`config.mk`:
```
export PLATFORM = sky130hd
export DESIGN_NAME = pdrc_ctrl
export DESIGN_NICKNAME = d
export VERILOG_FILES = /design/src/shared/pdrc_pkg.sv /design/src/verilog/pdrc_ctrl.sv
export VERILOG_INCLUDE_DIRS = /design/src /design/src/shared
export SDC_FILE = /design/constraint.sdc
export NUM_CORES = 1
export LEC_CHECK = 0
export BUFFER_PORTS_ARGS = -buffer_cell sky130_fd_sc_hd__buf_4
export CORE_ASPECT_RATIO = 1.25
export CORE_MARGIN = 2
export CORE_UTILIZATION = 36
export CTS_CLUSTER_DIAMETER = 150
export DETAILED_ROUTE_END_ITERATION = 12
export SYNTH_ARGS = -nofsm -noshare
export SYNTH_HDL_FRONTEND = slang
export SYNTH_SLANG_ARGS = --single-unit
```
`constraint.sdc`:
```
create_clock -name sys_clk -period 2.7 [get_ports sys_clk]
set_input_delay 0.675 -clock sys_clk [delete_from_list [all_inputs] [get_ports sys_clk]]
set_output_delay 0.675 -clock sys_clk [all_outputs]
set_load 0.1 [all_outputs]
```
`src/shared/pdrc_consts.svh`:
```
// Constants for the power-down and reset control block
`ifndef PDRC_CONSTS_SVH
`define PDRC_CONSTS_SVH
// Register addresses
`define PDRC_ADDR_BOR_CTRL 8'h86
`define PDRC_ADDR_PWR_CTRL 8'h87
`define PDRC_ADDR_CLK_CTRL 8'h88
`define PDRC_ADDR_CFG 8'h89
// Reset values
`define PDRC_RST_BOR_CTRL 8'h81
`define PDRC_RST_PWR_CTRL 8'h00
`define PDRC_RST_CLK_CTRL 8'h00
// Power control codes
`define PDRC_PWR_IDLE_CODE 8'h01
`define PDRC_PWR_STOP_CODE 8'h03
// Brown-out and clock control register fields
`define PDRC_BOD_EN 0
`define PDRC_BOD_LS_LO 1
`define PDRC_FLAG_BOR 3
`define PDRC_FLAG_DEBUG 4
`define PDRC_FLAG_WATCHDOG 5
`define PDRC_FLAG_PIN 6
`define PDRC_FLAG_POWERON 7
`define PDRC_CLK_LOWFREQ_BIT 7
// Times and derived counts at 125 MHz
`define PDRC_CLK_MHZ 125
`define PDRC_FILT_NS 7000
`define PDRC_FILT_CYC ((`PDRC_FILT_NS * `PDRC_CLK_MHZ + 999) / 1000)
`define PDRC_BOOT_US 12000
`define PDRC_BOOT_CYC (`PDRC_BOOT_US * `PDRC_CLK_MHZ)
`define PDRC_STAB_US 16000
`define PDRC_STAB_CYC (`PDRC_STAB_US * `PDRC_CLK_MHZ)
`define PDRC_SEQ_CYC 5
`define PDRC_RESET_PC 16'h0000
`define PDRC_RESET_ACC 8'h00
`define PDRC_RESET_SP 8'h07
`endif

```
`src/shared/pdrc_pkg.sv`:
```
// Types for the power-down and reset control block
package pdrc_pkg;
   typedef enum logic [2:0] {
      PDRC_BOOT = 3'b000,
      PDRC_CFG = 3'b001,
      PDRC_STAB = 3'b011,
      PDRC_SEQ = 3'b010,
      PDRC_RUN = 3'b110
   } pdrc_rst_t;
   typedef enum logic [1:0] {
      PDRC_ACTIVE = 2'b00,
      PDRC_IDLE = 2'b01,
      PDRC_STOP = 2'b11,
      PDRC_WAKE = 2'b10
   } pdrc_pwr_t;
endpackage

```
`src/verilog/pdrc_ctrl.sv`:
```
// Power-down mode controller and reset generator
//
// Design decision made here: the plain strobed port.
`timescale 1ns/1ps
`default_nettype none
`include "pdrc_consts.svh"

module pdrc_ctrl
   import pdrc_pkg::*;
#(
   parameter int FILT_CYC = `PDRC_FILT_CYC,
   parameter int BOOT_CYC = `PDRC_BOOT_CYC,
   parameter int STAB_CYC = `PDRC_STAB_CYC
) (
   // Clock and power-on reset
   input wire logic sys_clk,
   input wire logic rst_n,
   // Register port
   input wire logic [7:0] reg_addr,
   input wire logic [7:0] reg_wdata,
   input wire logic reg_wr,
   input wire logic reg_rd,
   output logic [7:0] reg_rdata,
   // Reset sources (asynchronous)
   input wire logic reset_pin_n,
   input wire logic watchdog_ovf,
   input wire logic watchdog_enable,
   input wire logic debug_port_reset,
   input wire logic [3:0] bod_below,
   // Interrupt wake request
   input wire logic irq_pending_enabled,
   input wire logic global_interrupt_enable,
   // Configuration option word
   input wire logic [7:0] cfg_option,
   // Outputs
   output logic sys_reset_n,
   output logic cpu_halt,
   output logic main_clk_en,
   output logic periph_clk_en,
   output logic lowfreq_osc_en,
   output logic brownout_det_en,
   output logic [1:0] brownout_level_select,
   output logic [7:0] cfg_value,
   output logic [15:0] cpu_pc_init,
   output logic [7:0] cpu_acc_init,
   output logic [7:0] cpu_sp_init
);
   localparam int CW = 21;
   initial begin
      if (FILT_CYC < 1 || FILT_CYC > 65536 || BOOT_CYC < 1 || STAB_CYC <= BOOT_CYC
          || STAB_CYC >= (1 << CW)) begin
         $error("pdrc_ctrl: counts out of range");
      end
   end

   // Two-flop synchronisers for the reset-source and interrupt inputs; watchdog_enable is used unsynchronised
   logic [4:0] sync1_reg;
   logic [4:0] sync2_reg;
   logic [3:0] bod1_reg;
   logic [3:0] bod2_reg;
   always_ff @(posedge sys_clk or negedge rst_n) begin
      if (!rst_n) begin
         sync1_reg <= 5'h01;
         sync2_reg <= 5'h01;
         bod1_reg <= 4'h0;
         bod2_reg <= 4'h0;
      end else begin
         sync1_reg <= {global_interrupt_enable, irq_pending_enabled, debug_port_reset,
                       watchdog_ovf, reset_pin_n};
         sync2_reg <= sync1_reg;
         bod1_reg <= bod_below;
         bod2_reg <= bod1_reg;
      end
   end
   logic pin_s;
   logic wdog_s;
   logic dbg_s;
   logic irq_s;
   logic gie_s;
   assign pin_s = sync2_reg[0];
   assign wdog_s = sync2_reg[1];
   assign dbg_s = sync2_reg[2];
   assign irq_s = sync2_reg[3];
   assign gie_s = sync2_reg[4];

   // Pin noise filter: low must persist FILT_CYC cycles to count
   logic [15:0] filt_cnt_reg;
   logic pin_rst_reg;
   always_ff @(posedge sys_clk or negedge rst_n) begin
      if (!rst_n) begin
         filt_cnt_reg <= 16'h0000;
         pin_rst_reg <= 1'b0;
      end else if (pin_s) begin
         filt_cnt_reg <= 16'h0000;
         pin_rst_reg <= 1'b0;
      end else if (filt_cnt_reg >= 16'(FILT_CYC - 1)) begin
         pin_rst_reg <= 1'b1;
      end else begin
         filt_cnt_reg <= filt_cnt_reg + 16'h0001;
      end
   end

   // Registers
   logic [7:0] bor_ctrl_reg;
   logic [7:0] pwr_ctrl_reg;
   logic [7:0] clk_ctrl_reg;
   logic bod_hit;
   logic wdog_hit;
   logic any_rst;
   assign bod_hit = bor_ctrl_reg[`PDRC_BOD_EN] & bod2_reg[bor_ctrl_reg[2:1]];
   assign wdog_hit = wdog_s & watchdog_enable;
   assign any_rst = pin_rst_reg | wdog_hit | dbg_s | bod_hit;

   // Reset sequencer
   pdrc_rst_t rst_st_reg;
   logic [CW-1:0] seq_cnt_reg;
   pdrc_pwr_t pwr_st_reg;
   logic wake_irq;
   // STOP wake needs own and global enable; idle wakes on own enable alone
   assign wake_irq = irq_s & gie_s;
   always_ff @(posedge sys_clk or negedge rst_n) begin
      if (!rst_n) begin
         rst_st_reg <= PDRC_BOOT;
         seq_cnt_reg <= '0;
      end else if (any_rst) begin
         rst_st_reg <= PDRC_STAB;
         seq_cnt_reg <= '0;
      end else begin
         unique case (rst_st_reg)
            PDRC_BOOT: begin
               if (seq_cnt_reg >= CW'(BOOT_CYC - 1)) begin
                  rst_st_reg <= PDRC_CFG;
               end
               seq_cnt_reg <= seq_cnt_reg + 1'b1;
            end
            PDRC_CFG: begin
               rst_st_reg <= PDRC_STAB;
            end
            // Release after 16 ms (counted from detection)
            PDRC_STAB: begin
               if (seq_cnt_reg >= CW'(STAB_CYC - 1)) begin
                  rst_st_reg <= PDRC_SEQ;
                  seq_cnt_reg <= '0;
               end else begin
                  seq_cnt_reg <= seq_cnt_reg + 1'b1;
               end
            end
            PDRC_SEQ: begin
               if (seq_cnt_reg >= CW'(`PDRC_SEQ_CYC - 1)) begin
                  rst_st_reg <= PDRC_RUN;
               end
               seq_cnt_reg <= seq_cnt_reg + 1'b1;
            end
            PDRC_RUN: begin
               // STOP wake reuses the stabilisation count
               if (pwr_st_reg == PDRC_STOP && wake_irq) begin
                  seq_cnt_reg <= '0;
               end else if (pwr_st_reg == PDRC_WAKE) begin
                  seq_cnt_reg <= seq_cnt_reg + 1'b1;
               end
            end
            default: rst_st_reg <= PDRC_BOOT;
         endcase
      end
   end
   logic in_reset;
   assign in_reset = (rst_st_reg != PDRC_RUN) || any_rst;

   always_ff @(posedge sys_clk or negedge rst_n) begin
      if (!rst_n) begin
         cfg_value <= 8'h00;
      end else if (rst_st_reg == PDRC_CFG) begin
         cfg_value <= cfg_option;
      end
   end

   // Power mode machine
   logic wr_pwr;
   assign wr_pwr = reg_wr && reg_addr == `PDRC_ADDR_PWR_CTRL;
   always_ff @(posedge sys_clk or negedge rst_n) begin
      if (!rst_n) begin
         pwr_st_reg <= PDRC_ACTIVE;
      end else if (in_reset) begin
         pwr_st_reg <= PDRC_ACTIVE;
      end else begin
         unique case (pwr_st_reg)
            PDRC_ACTIVE: begin
               if (wr_pwr && reg_wdata == `PDRC_PWR_IDLE_CODE) begin
                  pwr_st_reg <= PDRC_IDLE;
               end else if (wr_pwr && reg_wdata == `PDRC_PWR_STOP_CODE) begin
                  pwr_st_reg <= PDRC_STOP;
               end
            end
            PDRC_IDLE: if (irq_s) begin
               pwr_st_reg <= PDRC_ACTIVE;
            end
            PDRC_STOP: if (wake_irq) begin
               pwr_st_reg <= PDRC_WAKE;
            end
            PDRC_WAKE: if (seq_cnt_reg >= CW'(STAB_CYC - 1)) begin
               pwr_st_reg <= PDRC_ACTIVE;
            end
         endcase
      end
   end

   // Power control register; cleared on leaving power-down
   always_ff @(posedge sys_clk or negedge rst_n) begin
      if (!rst_n) begin
         pwr_ctrl_reg <= `PDRC_RST_PWR_CTRL;
      end else if (in_reset) begin
         pwr_ctrl_reg <= `PDRC_RST_PWR_CTRL;
      end else if (pwr_st_reg == PDRC_IDLE && irq_s) begin
         pwr_ctrl_reg <= `PDRC_RST_PWR_CTRL;
      end else if (pwr_st_reg == PDRC_STOP && wake_irq) begin
         pwr_ctrl_reg <= `PDRC_RST_PWR_CTRL;
      end else if (wr_pwr && pwr_st_reg == PDRC_ACTIVE) begin
         pwr_ctrl_reg <= reg_wdata;
      end
   end

   // Clock control register; writes only while active
   always_ff @(posedge sys_clk or negedge rst_n) begin
      if (!rst_n) begin
         clk_ctrl_reg <= `PDRC_RST_CLK_CTRL;
      end else if (in_reset) begin
         clk_ctrl_reg <= `PDRC_RST_CLK_CTRL;
      end else if (reg_wr && reg_addr == `PDRC_ADDR_CLK_CTRL && pwr_st_reg == PDRC_ACTIVE) begin
         clk_ctrl_reg <= reg_wdata;
      end
   end

   // Brown-out control and reset flags; set wins over software clear
   logic wr_bor;
   logic por_evt;
   assign wr_bor = reg_wr && reg_addr == `PDRC_ADDR_BOR_CTRL;
   assign por_evt = rst_st_reg == PDRC_CFG;
   always_ff @(posedge sys_clk or negedge rst_n) begin
      if (!rst_n) begin
         bor_ctrl_reg <= `PDRC_RST_BOR_CTRL;
      end else begin
         if (wr_bor) begin
            bor_ctrl_reg[2:0] <= reg_wdata[2:0];
            bor_ctrl_reg[7:3] <= bor_ctrl_reg[7:3] & reg_wdata[7:3];
         end else if (in_reset) begin
            bor_ctrl_reg[2:0] <= 3'(`PDRC_RST_BOR_CTRL);
         end
         if (por_evt) begin
            bor_ctrl_reg[`PDRC_FLAG_POWERON] <= 1'b1;
            bor_ctrl_reg[6:3] <= 4'h0;
         end
         if (pin_rst_reg) bor_ctrl_reg[`PDRC_FLAG_PIN] <= 1'b1;
         if (wdog_hit) bor_ctrl_reg[`PDRC_FLAG_WATCHDOG] <= 1'b1;
         if (dbg_s) bor_ctrl_reg[`PDRC_FLAG_DEBUG] <= 1'b1;
         if (bod_hit) bor_ctrl_reg[`PDRC_FLAG_BOR] <= 1'b1;
      end
   end

   // Read port, one cycle latency
   always_ff @(posedge sys_clk or negedge rst_n) begin
      if (!rst_n) begin
         reg_rdata <= 8'h00;
      end else if (reg_rd) begin
         unique case (reg_addr)
            `PDRC_ADDR_BOR_CTRL: reg_rdata <= bor_ctrl_reg;
            `PDRC_ADDR_PWR_CTRL: reg_rdata <= pwr_ctrl_reg;
            `PDRC_ADDR_CLK_CTRL: reg_rdata <= clk_ctrl_reg;
            `PDRC_ADDR_CFG: reg_rdata <= cfg_value;
            default: reg_rdata <= 8'h00;
         endcase
      end else begin
         reg_rdata <= 8'h00;
      end
   end

   // Registered outputs; the stop variant follows clock control bit 7
   always_ff @(posedge sys_clk or negedge rst_n) begin
      if (!rst_n) begin
         sys_reset_n <= 1'b0;
         cpu_halt <= 1'b0;
         main_clk_en <= 1'b1;
         periph_clk_en <= 1'b1;
         lowfreq_osc_en <= 1'b1;
         brownout_det_en <= 1'b1;
         brownout_level_select <= 2'b00;
         cpu_pc_init <= `PDRC_RESET_PC;
         cpu_acc_init <= `PDRC_RESET_ACC;
         cpu_sp_init <= `PDRC_RESET_SP;
      end else begin
         sys_reset_n <= !in_reset;
         // CPU halts, clocks run in idle
         cpu_halt <= pwr_st_reg != PDRC_ACTIVE;
         // Main and peripheral clocks stop in STOP
         main_clk_en <= pwr_st_reg != PDRC_STOP;
         periph_clk_en <= pwr_st_reg != PDRC_STOP;
         lowfreq_osc_en <= pwr_st_reg != PDRC_STOP || clk_ctrl_reg[`PDRC_CLK_LOWFREQ_BIT];
         brownout_det_en <= bor_ctrl_reg[`PDRC_BOD_EN];
         brownout_level_select <= bor_ctrl_reg[2:1];
         cpu_pc_init <= `PDRC_RESET_PC;
         cpu_acc_init <= `PDRC_RESET_ACC;
         cpu_sp_init <= `PDRC_RESET_SP;
      end
   end
endmodule
`default_nettype wire

```
Yosys cells after proc, flatten, opt, wreduce, memory -nomap -nowiden. Index checks and enable logic that the tools add are counted.

Register bits: 108. Input port bits: 38. Output and inout bits: 56. Word-level logic and storage cells: 132.

$add $sub $neg: 2. $lt $le $gt $ge: 5. Equal/unequal tests: 25. Multiplexer cells: 39. Bitwise logic cells: 7. Reduce and logical (&&, ||, !) cells: 29.

Operator list (count): 21-bit 2-to-1 mux (4); 21-bit case mux with 3 select lines (1); 8-bit 2-to-1 mux (7); 21-bit greater-or-equal comparator, second input constant (2); 8-bit equality test, second input constant (4); 16-bit 2-to-1 mux (2); 8-bit case mux with 4 select lines (1); 21-bit by 1-bit adder with 21-bit output, second input constant (1); 21-bit by 3-bit greater-or-equal comparator with 1-bit output, second input constant (1); 3-bit inequality test, second input constant (7); 3-bit 2-to-1 mux (6); 16-bit by 1-bit adder with 16-bit output, second input constant (1); 16-bit by 10-bit greater-or-equal comparator with 1-bit output, second input constant (1); 3-bit case mux with 5 select lines (1); 2-bit 2-to-1 mux (6); 3-bit nonzero test (4); 5-bit 2-to-1 mux (2); 2-bit nonzero test (5); 1-bit logical AND (9); 8-bit by 1-bit equality test with 1-bit output, second input constant (1); 8-bit by 2-bit equality test with 1-bit output, second input constant (1); 4-bit inequality test, second input constant (2); 2-bit case mux with 4 select lines (1); 4-bit AND reduction (2); other kinds (19) (35).

Longest topological paths before layout. Gate-level depths: netlist of run 1.

Depth in word-level cells: 7. Gate-level depth with buffers: 8. Gate-level depth less buffers: 7.

Worst setup path after synthesis of run 1. OpenSTA, ideal clock, no wires.

Path type: input -> register. Start point: input port reg_addr[5]. End point: register clk_ctrl_reg[0]. Setup time: 0.121 ns. Arrival time: 2.344 ns. Required time: 2.579 ns. Slack: 0.235 ns. Cell stages on the path: 7. Buffers on the path: 2. Path through: or4b_1 > clkbuf_1 > nor3_2 > nand3_1 > nor2b_1 > clkbuf_1 > a22o_1.

Word-level cells in the longest chain between the ends: 4.

Ends and longest elaborated chain: start, declared (line pdrc_ctrl.sv:19) `input wire logic [7:0] reg_addr,`; 8-bit equality test (no source line); 1-bit logical AND (no source line); 1-bit logical AND (line pdrc_ctrl.sv:228) `` end else if (reg_wr && reg_addr == `PDRC_ADDR_CLK_CTRL && pwr_st_reg == PDRC_ACTIVE) begin ``; 2-bit nonzero test (no source line); end signal, assigned (line pdrc_ctrl.sv:225) `` clk_ctrl_reg <= `PDRC_RST_CLK_CTRL; ``; end signal, assigned (line pdrc_ctrl.sv:227) `` clk_ctrl_reg <= `PDRC_RST_CLK_CTRL; ``; end signal, assigned (line pdrc_ctrl.sv:229) `clk_ctrl_reg <= reg_wdata;`; end, declared (line pdrc_ctrl.sv:106) `logic [7:0] clk_ctrl_reg;`.

Every way passes these cells. A chain may end at the register's enable or synchronous reset.

Worst setup path in the final report of run 1.
Start point: register bor_ctrl_reg[1]. End point: register pwr_ctrl_reg[1].

Word-level cells in the longest chain between the ends: 6. Elaborated cells on any way between the ends: 7. Classes of those cells: mux (3); bitwise (2); reduce/logical (2).

Ends and longest elaborated chain: start, declared (line pdrc_ctrl.sv:104) `logic [7:0] bor_ctrl_reg;`; start signal, assigned (line pdrc_ctrl.sv:240) `` bor_ctrl_reg <= `PDRC_RST_BOR_CTRL; ``; start signal, assigned (line pdrc_ctrl.sv:243) `bor_ctrl_reg[2:0] <= reg_wdata[2:0];`; start signal, assigned (line pdrc_ctrl.sv:246) `` bor_ctrl_reg[2:0] <= 3'(`PDRC_RST_BOR_CTRL); ``; 1-bit binary-select mux with 2-bit select (*) (line pdrc_ctrl.sv:110) `` assign bod_hit = bor_ctrl_reg[`PDRC_BOD_EN] & bod2_reg[bor_ctrl_reg[2:1]]; ``; 1-bit 2-to-1 mux (not written as such) (*) (line pdrc_ctrl.sv:110); 1-bit bitwise AND (*) (line pdrc_ctrl.sv:110); 1-bit bitwise OR (*) (line pdrc_ctrl.sv:112) `assign any_rst = pin_rst_reg | wdog_hit | dbg_s | bod_hit;`; 1-bit logical OR (*) (line pdrc_ctrl.sv:167) `assign in_reset = (rst_st_reg != PDRC_RUN) || any_rst;`; 4-bit nonzero test (no source line) or 8-bit 2-to-1 mux (tied branches); end signal, assigned (line pdrc_ctrl.sv:210) `` pwr_ctrl_reg <= `PDRC_RST_PWR_CTRL; ``; end signal, assigned (line pdrc_ctrl.sv:212) `` pwr_ctrl_reg <= `PDRC_RST_PWR_CTRL; ``; end signal, assigned (line pdrc_ctrl.sv:214) `` pwr_ctrl_reg <= `PDRC_RST_PWR_CTRL; ``; end, declared (line pdrc_ctrl.sv:105) `logic [7:0] pwr_ctrl_reg;`.

Mark *: on every way between the ends. The rest lies on a longest branch, timed or not. The select of a mux whose other input is x is not followed.

==> results of run 1 <==
==> worst reg2reg max path: stages (launching register included) <==
cell	delay (ns)
dfrtp_1	0.43
mux4_2	0.56
a21o_1	0.27
or2_1	0.41
a311oi_4	0.44
a22o_1	0.22
==> kinds of logic (layout without fill, tap and decap cells) <==
group / count (synthesis) / after routing / share of synthesized area (%)
xor gates and xnor gates: 16 / 16 / 2.72
muxes: 11 / 11 / 2.62
and+or+nand+nor: 150 / 150 / 15.6
AOI/OAI and AO/OA: 124 / 124 / 17.4
buffers and inverters: 73 / 108 / 8.05
other: 2 / 32 / 0.146
adders and majority gates: 4 / 4 / 0.970
DFF: 108 / 108 / 52.5
==> routing by layer <==
layer | global-route usage (%) | vias to the layer above
met5 | 0 | -
met4 | 4.73 | 0
met3 | 3.02 | 13
met2 | 28.0 | 138
met1 | 19.7 | 1896
li1 | - | 1842
==> path summary, 6_finish.rpt <==
kind	end	slack, ns
max in group asynchronous	sync1_reg[0]$_DFF_PN1_	1.79
min in group sys_clk	bod2_reg[3]$_DFF_PN0_	0.35
hold / removal	seq_cnt_reg[2]$_DFFE_PN0P_	0.24
hold reg to reg	bod2_reg[3]$_DFF_PN0_	0.35
setup / recovery	pwr_ctrl_reg[1]$_DFFE_PN0P_	0.32
setup reg to reg	pwr_ctrl_reg[1]$_DFFE_PN0P_	0.32
==> power by group <==
group | leakage [nW] | internal (mW) | switching [mW]
clock network | 0.149 | 0.744 | 0.633
logic | 1.03 | 0.0775 | 0.359
registers | 1.40 | 1.65 | 0.0290
total | 2.58 | 2.47 | 1.02
==> Yosys cell counts (3+ instances only) <==
cell         n
and4_1       3
a22oi_1     16
a21oi_1     27
o21ai_0     13
a211o_1      4
nand2_1     28
and2_1       3
nand4_1     11
nand3_1     17
a22o_1      16
o2111ai_1   13
or2_2        4
dfrtp_1    101
nand2b_1     4
inv_1       16
dfstp_2      7
o211ai_1    16
clkbuf_1    19
buf_4       33
and3_1       6
nor2b_1     11
xor2_1       8
nor3_1      12
ha_1         4
mux2_2      10
xnor2_1      8
nor4_1       8
nor2_1      26
or3_1        3
==> stage by stage <==
| step | instance area, um2 | utilization [%] | hold slack (ns) | instances |
|---|---|---|---|---|
| 4_1_cts | 6040 | 43.3 | 0.240 | 728 |
| 3_3_place_gp | 5720 | 41.1 | 0.332 | 712 |
| 6_report | 6040 | 43.3 | 0.236 | 728 |
| 5_1_grt | 6040 | 43.3 | 0.254 | 728 |
| 2_1_floorplan | 5270 | - | 0.331 | 518 |
| 3_5_place_dp | 5720 | 41.1 | 0.336 | 712 |
==> cell type report <==
type / instances / area, um2
flip-flops and latches: 108 / 2710
fillers: 1320 / 7900
clock inverters: 7 / 92.6
inverters: 16 / 60.1
multi-input cells: 337 / 2150
repair buffers: 76 / 583
clock buffers: 9 / 225
well taps: 175 / 219
==> metrics.cfg, run 1 <==
[clocking]
cts_tree=yes
cts_max_path_buffers=2
cts_hold_buf=0
cts_setup_buffers=0
cts.sinks=108
post_cts_resized=0
clk_latency_ns=0.35
htreeDepth=3
clk_pin_slew_ns=0.07
cts-root-buf=clkbuf_16
cts_buffers=9

[floorplanning]
die-area_um2=15300
io_pins=94
die_h_um=138
coreArea_um2=13900
die_w_um=111
start_util_pct=37.0
rows=48

[power]
total_power_mw=3.49
power.leakage_nw=2.58
powerDensity_nw_per_um2=578
ir_worst_vdd_uv=316

[final_layout]
final_layout_size_suffix_gt1_share_pct=21.9
fin_nets=590
area_growth_pct=17.0
n_antenna_cell=0
final_common_cell=dfrtp_1
final_cell_mix=101 x dfrtp_1, 75 x buf_4, 32 x conb_1
largest_register_ff_count=21

[sta]
slew_violations=0
fin_skew_ns=0.00689
finalSetupTns_ns=0
finalSetupViolations=0
slew_headroom_pct=57.3
rsz0062_at_grt=false
post-route-period-util_pct=88.2
setup_slack_ns=0.319
hold_viol=0
period_needed_ns=2.38
worst_slew_pin_slew_ns=0.635
max_freq_mhz=420

[detailed_routing]
drc=0
wirelength_mm=11.7
ant_nets=0
routed.top_layer=met4
drt-pass1-iter-count=5
wl_met3_um=554
avgViaCountPerCell=5.34
wl_met1_mm=5.00
routedWlPerCell_um=16.1
wl_met2_mm=6.02
vias=3889
drt_iter0_drc=323

[global_routing]
grt_pass1_vias=3849
grtUsageTotal_pct=15.7
antenna_found_initial=0
grt_max_degree=63
gr-total-overflow=0
grt_pass1_wl_mm=19.5

[setup_path]
slowest_delay_ns=0.56
crit_required_ns=2.98
end_kind=flip-flop
critPathKind=flip-flop to flip-flop
start_kind=flip-flop
crit_buf_inv=0
r2r-start=bor_ctrl_reg[1]$_DFFE_PN0P_
crit_family=compound AO/OA/AOI/OAI gates
reg2regPathDepth=5
crit_fanout=11
crit_arrival_ns=2.66
crit_start=bor_ctrl_reg[1]$_DFFE_PN0P_
crit_chain=mux4_2, a21o_1, or2_1, a311oi_4, a22o_1
slowest_stage=mux4_2
crit_cells=5

[synth]
synth_area_leader_cell=dfrtp_1
ys_seq_elements=108
avgSynthCellArea_um2=10.6
synthCells=488
synth_flop_cell=dfrtp_1
synth_edf_count=0
yosysUniqueCellTypes=61
ys_warn_count=0
synth_top_area_share_pct=49.0
ys_top_cells_by_area=dfrtp_1 49%, buf_4 4.8%, dfstp_2 3.6%, a22o_1 2.7%, a21oi_1 2.6%
synth-seq-area-share_pct=52.5
syn-cell-area_um2=5160
ys_async_sr_fraction_pct=100

[place]
gp_congestion=0.895
portBuffers=61
hpwl_mm=8.68
pre_cts_ws_ns=0.222

[min_path]
min_path_type=input port to async pin

[outcome]
outcome=complete, no violations

[job]
drv_cap=0

Power figures use the tool's default switching activity.
==> run 2, diff against run 1 <==
--- a/config.mk
+++ b/config.mk
@@ -12,6 +12,8 @@
 export CORE_UTILIZATION = 36
 export CTS_CLUSTER_DIAMETER = 150
 export DETAILED_ROUTE_END_ITERATION = 12
+export MAX_ROUTING_LAYER = met4
+export PLACE_DENSITY = 0.61
 export SYNTH_ARGS = -nofsm -noshare
 export SYNTH_HDL_FRONTEND = slang
 export SYNTH_SLANG_ARGS = --single-unit
==> run 2 against run 1 <==
Compared with the run above:
- combinational power is essentially flat
- critical path depth unchanged
- flip-flop and latch count unchanged
- die area unchanged
- critical path type unchanged
- highest routed layer unchanged
==> metrics.cfg, run 2 (same netlist as run 1, synthesis figures left out) <==
[outcome]
outcome=complete, no violations  ; unchanged

[place]
gp_congestion=0.866  ; was 0.895
placed_cell_area_um2=5730  ; was 5720 um2
portBuffers=61  ; unchanged
hpwl_mm=8.82  ; was 8.68 mm
pre_cts_ws_ns=0.287  ; was 0.222 ns
dp.cells=713  ; was 712

[setup_path]
critPathKind=flip-flop to flip-flop  ; unchanged
r2r_slack_ns=0.36  ; was 0.32 ns
critPathCapture=seq_cnt_reg[2]$_DFFE_PN0P_  ; was pwr_ctrl_reg[1]$_DFFE_PN0P_
end_kind=flip-flop  ; unchanged
crit_chain=nor2b_1, a32o_1, or2_2, o211ai_1, o211ai_1  ; was mux4_2, a21o_1, or2_1, a311oi_4, a22o_1
worst_r2r_endpoint=seq_cnt_reg[2]$_DFFE_PN0P_  ; was pwr_ctrl_reg[1]$_DFFE_PN0P_
slowest_delay_ns=0.54  ; was 0.56 ns
crit_arrival_ns=2.60  ; was 2.66 ns
crit_required_ns=2.97  ; was 2.98 ns
reg2regPathDepth=5  ; unchanged
worst_path_most_repeated_cell=o211ai_1
slowest_stage=a32o_1  ; was mux4_2
crit_fanout=19  ; was 11
crit_start=rst_st_reg[0]$_DFFE_PN0P_  ; was bor_ctrl_reg[1]$_DFFE_PN0P_
start_kind=flip-flop  ; unchanged
r2r-start=rst_st_reg[0]$_DFFE_PN0P_  ; was bor_ctrl_reg[1]$_DFFE_PN0P_

[detailed_routing]
drt-pass1-iter-count=4  ; was 5
vias=3933  ; was 3889
drc=0  ; unchanged
drt_iter0_drc=224  ; was 323
routedWlPerCell_um=16.4  ; was 16.1 um
wirelength_mm=12.0  ; was 11.7 mm
avgViaCountPerCell=5.40  ; was 5.34
ant_nets=0  ; unchanged

[final_layout]
fillers=1334  ; was 1320
area_growth_pct=16.5  ; was 17.0%
postLayoutCellArea_um2=6010  ; was 6040 um2
post-route-util_pct=43.2  ; was 43.3%
instances_no_fill=729  ; was 728
fin_nets=591  ; was 590
largest_register_ff_count=21  ; unchanged
final_cell_mix=101 x dfrtp_1, 76 x buf_4, 32 x conb_1  ; was 101 x dfrtp_1, 75 x buf_4, 32 x conb_1
final_common_cell=dfrtp_1  ; unchanged
final_layout_size_suffix_gt1_share_pct=22.0  ; was 21.9%
n_antenna_cell=0  ; unchanged

[sta]
slew_violations=0  ; unchanged
period_needed_ns=2.34  ; was 2.38 ns
rsz0062_at_grt=false  ; unchanged
setup_slack_ns=0.365  ; was 0.319 ns
worst_slew_pin_slew_ns=0.686  ; was 0.635 ns
post-route-period-util_pct=86.5  ; was 88.2%
fin_skew_ns=0.00687  ; was 0.00689 ns
slew_headroom_pct=53.9  ; was 57.3%
hold_ws_ns=0.285  ; was 0.236 ns
max_freq_mhz=428  ; was 420 MHz
finalSetupTns_ns=0  ; unchanged
hold_viol=0  ; unchanged
finalSetupViolations=0  ; unchanged

[clocking]
cts_max_path_buffers=2  ; unchanged
post_cts_resized=0  ; unchanged
cts-root-buf=clkbuf_16  ; unchanged
cts_tree=yes  ; unchanged
cts_setup_buffers=0  ; unchanged
clk_latency_ns=0.35  ; about the same
htreeDepth=3  ; unchanged
clk_pin_slew_ns=0.07  ; about the same
cts_hold_buf=0  ; unchanged
cts_buffers=9  ; unchanged
cts.sinks=108  ; unchanged

[global_routing]
grt_pass1_wl_mm=19.7  ; was 19.5 mm
grtUsageTotal_pct=16.7  ; was 15.7%
antenna_found_initial=0  ; unchanged
grt_max_degree=48  ; was 63
grt_pass1_vias=3861  ; was 3849
gr-total-overflow=0  ; unchanged

[power]
ir_worst_vdd_uv=390  ; was 316 uV
powerDensity_nw_per_um2=562  ; was 578 nW/um2
power.leakage_nw=2.58  ; about the same
total_power_mw=3.38  ; was 3.49 mW

[floorplanning]
io_pins=94  ; unchanged
coreArea_um2=13900  ; unchanged
rows=48  ; unchanged
die_h_um=138  ; unchanged
die-area_um2=15300  ; unchanged
start_util_pct=37.0  ; unchanged
die_w_um=111  ; unchanged

[min_path]
min_path_type=input port to async pin  ; unchanged

[job]
drv_cap=0  ; unchanged

run 2: critical path: cells and delay by family (launching register included):
| family | cells | cell delay, ns |
|---|---|---|
| AND/OR/NAND/NOR | 2 | 0.71 |
| AO/OA/AOI/OAI | 3 | 1.08 |
| flip-flops | 1 | 0.45 |
run 2: final cells by class:
type | count | area [um2] | area share [%]
sequential | 108 | 2710 | 45.1
inverter | 16 | 60.1 | 0.999
tap | 175 | 219 | 3.64
clock inverter | 6 | 47.5 | 0.791
timing repair buffer | 77 | 591 | 9.82
clock buffer | 10 | 239 | 3.97
multi-input combinational | 337 | 2150 | 35.7
run 2: metal layers:
| layer | wire (um) | track usage, % | vias to the layer above |
|---|---|---|---|
| met3 | 682 | 3.89 | 23 |
| met2 | 5900 | 27.1 | 157 |
| met1 | 5120 | 20.0 | 1909 |
| met4 | 270 | 7.68 | 0 |
| met5 | 0 | - | - |
| li1 | - | - | 1844 |
run 2: how the worst min path moves through the flow:
stage | from | to | slack [ns] | cells after the start
floorplan | bod1_reg[0]$_DFF_PN0_ | bod2_reg[0]$_DFF_PN0_ | 0.33 | 0
global placement | sync1_reg[4]$_DFF_PN0_ | sync2_reg[4]$_DFF_PN0_ | 0.33 | 0
detailed placement | bod1_reg[2]$_DFF_PN0_ | bod2_reg[2]$_DFF_PN0_ | 0.33 | 0
CTS | rst_n | reg_rdata[0]$_DFF_PN0_ | 0.28 | 1
global route | rst_n | brownout_level_select[1]$_DFF_PN0_ | 0.30 | 1
finish | rst_n | reg_rdata[2]$_DFF_PN0_ | 0.29 | 1
run 2: where the power goes:
group | internal (mW) | switching (mW)
Combinational | 0.0786 | 0.359
Clock | 0.659 | 0.601
Sequential | 1.65 | 0.0288
Total | 2.39 | 0.989
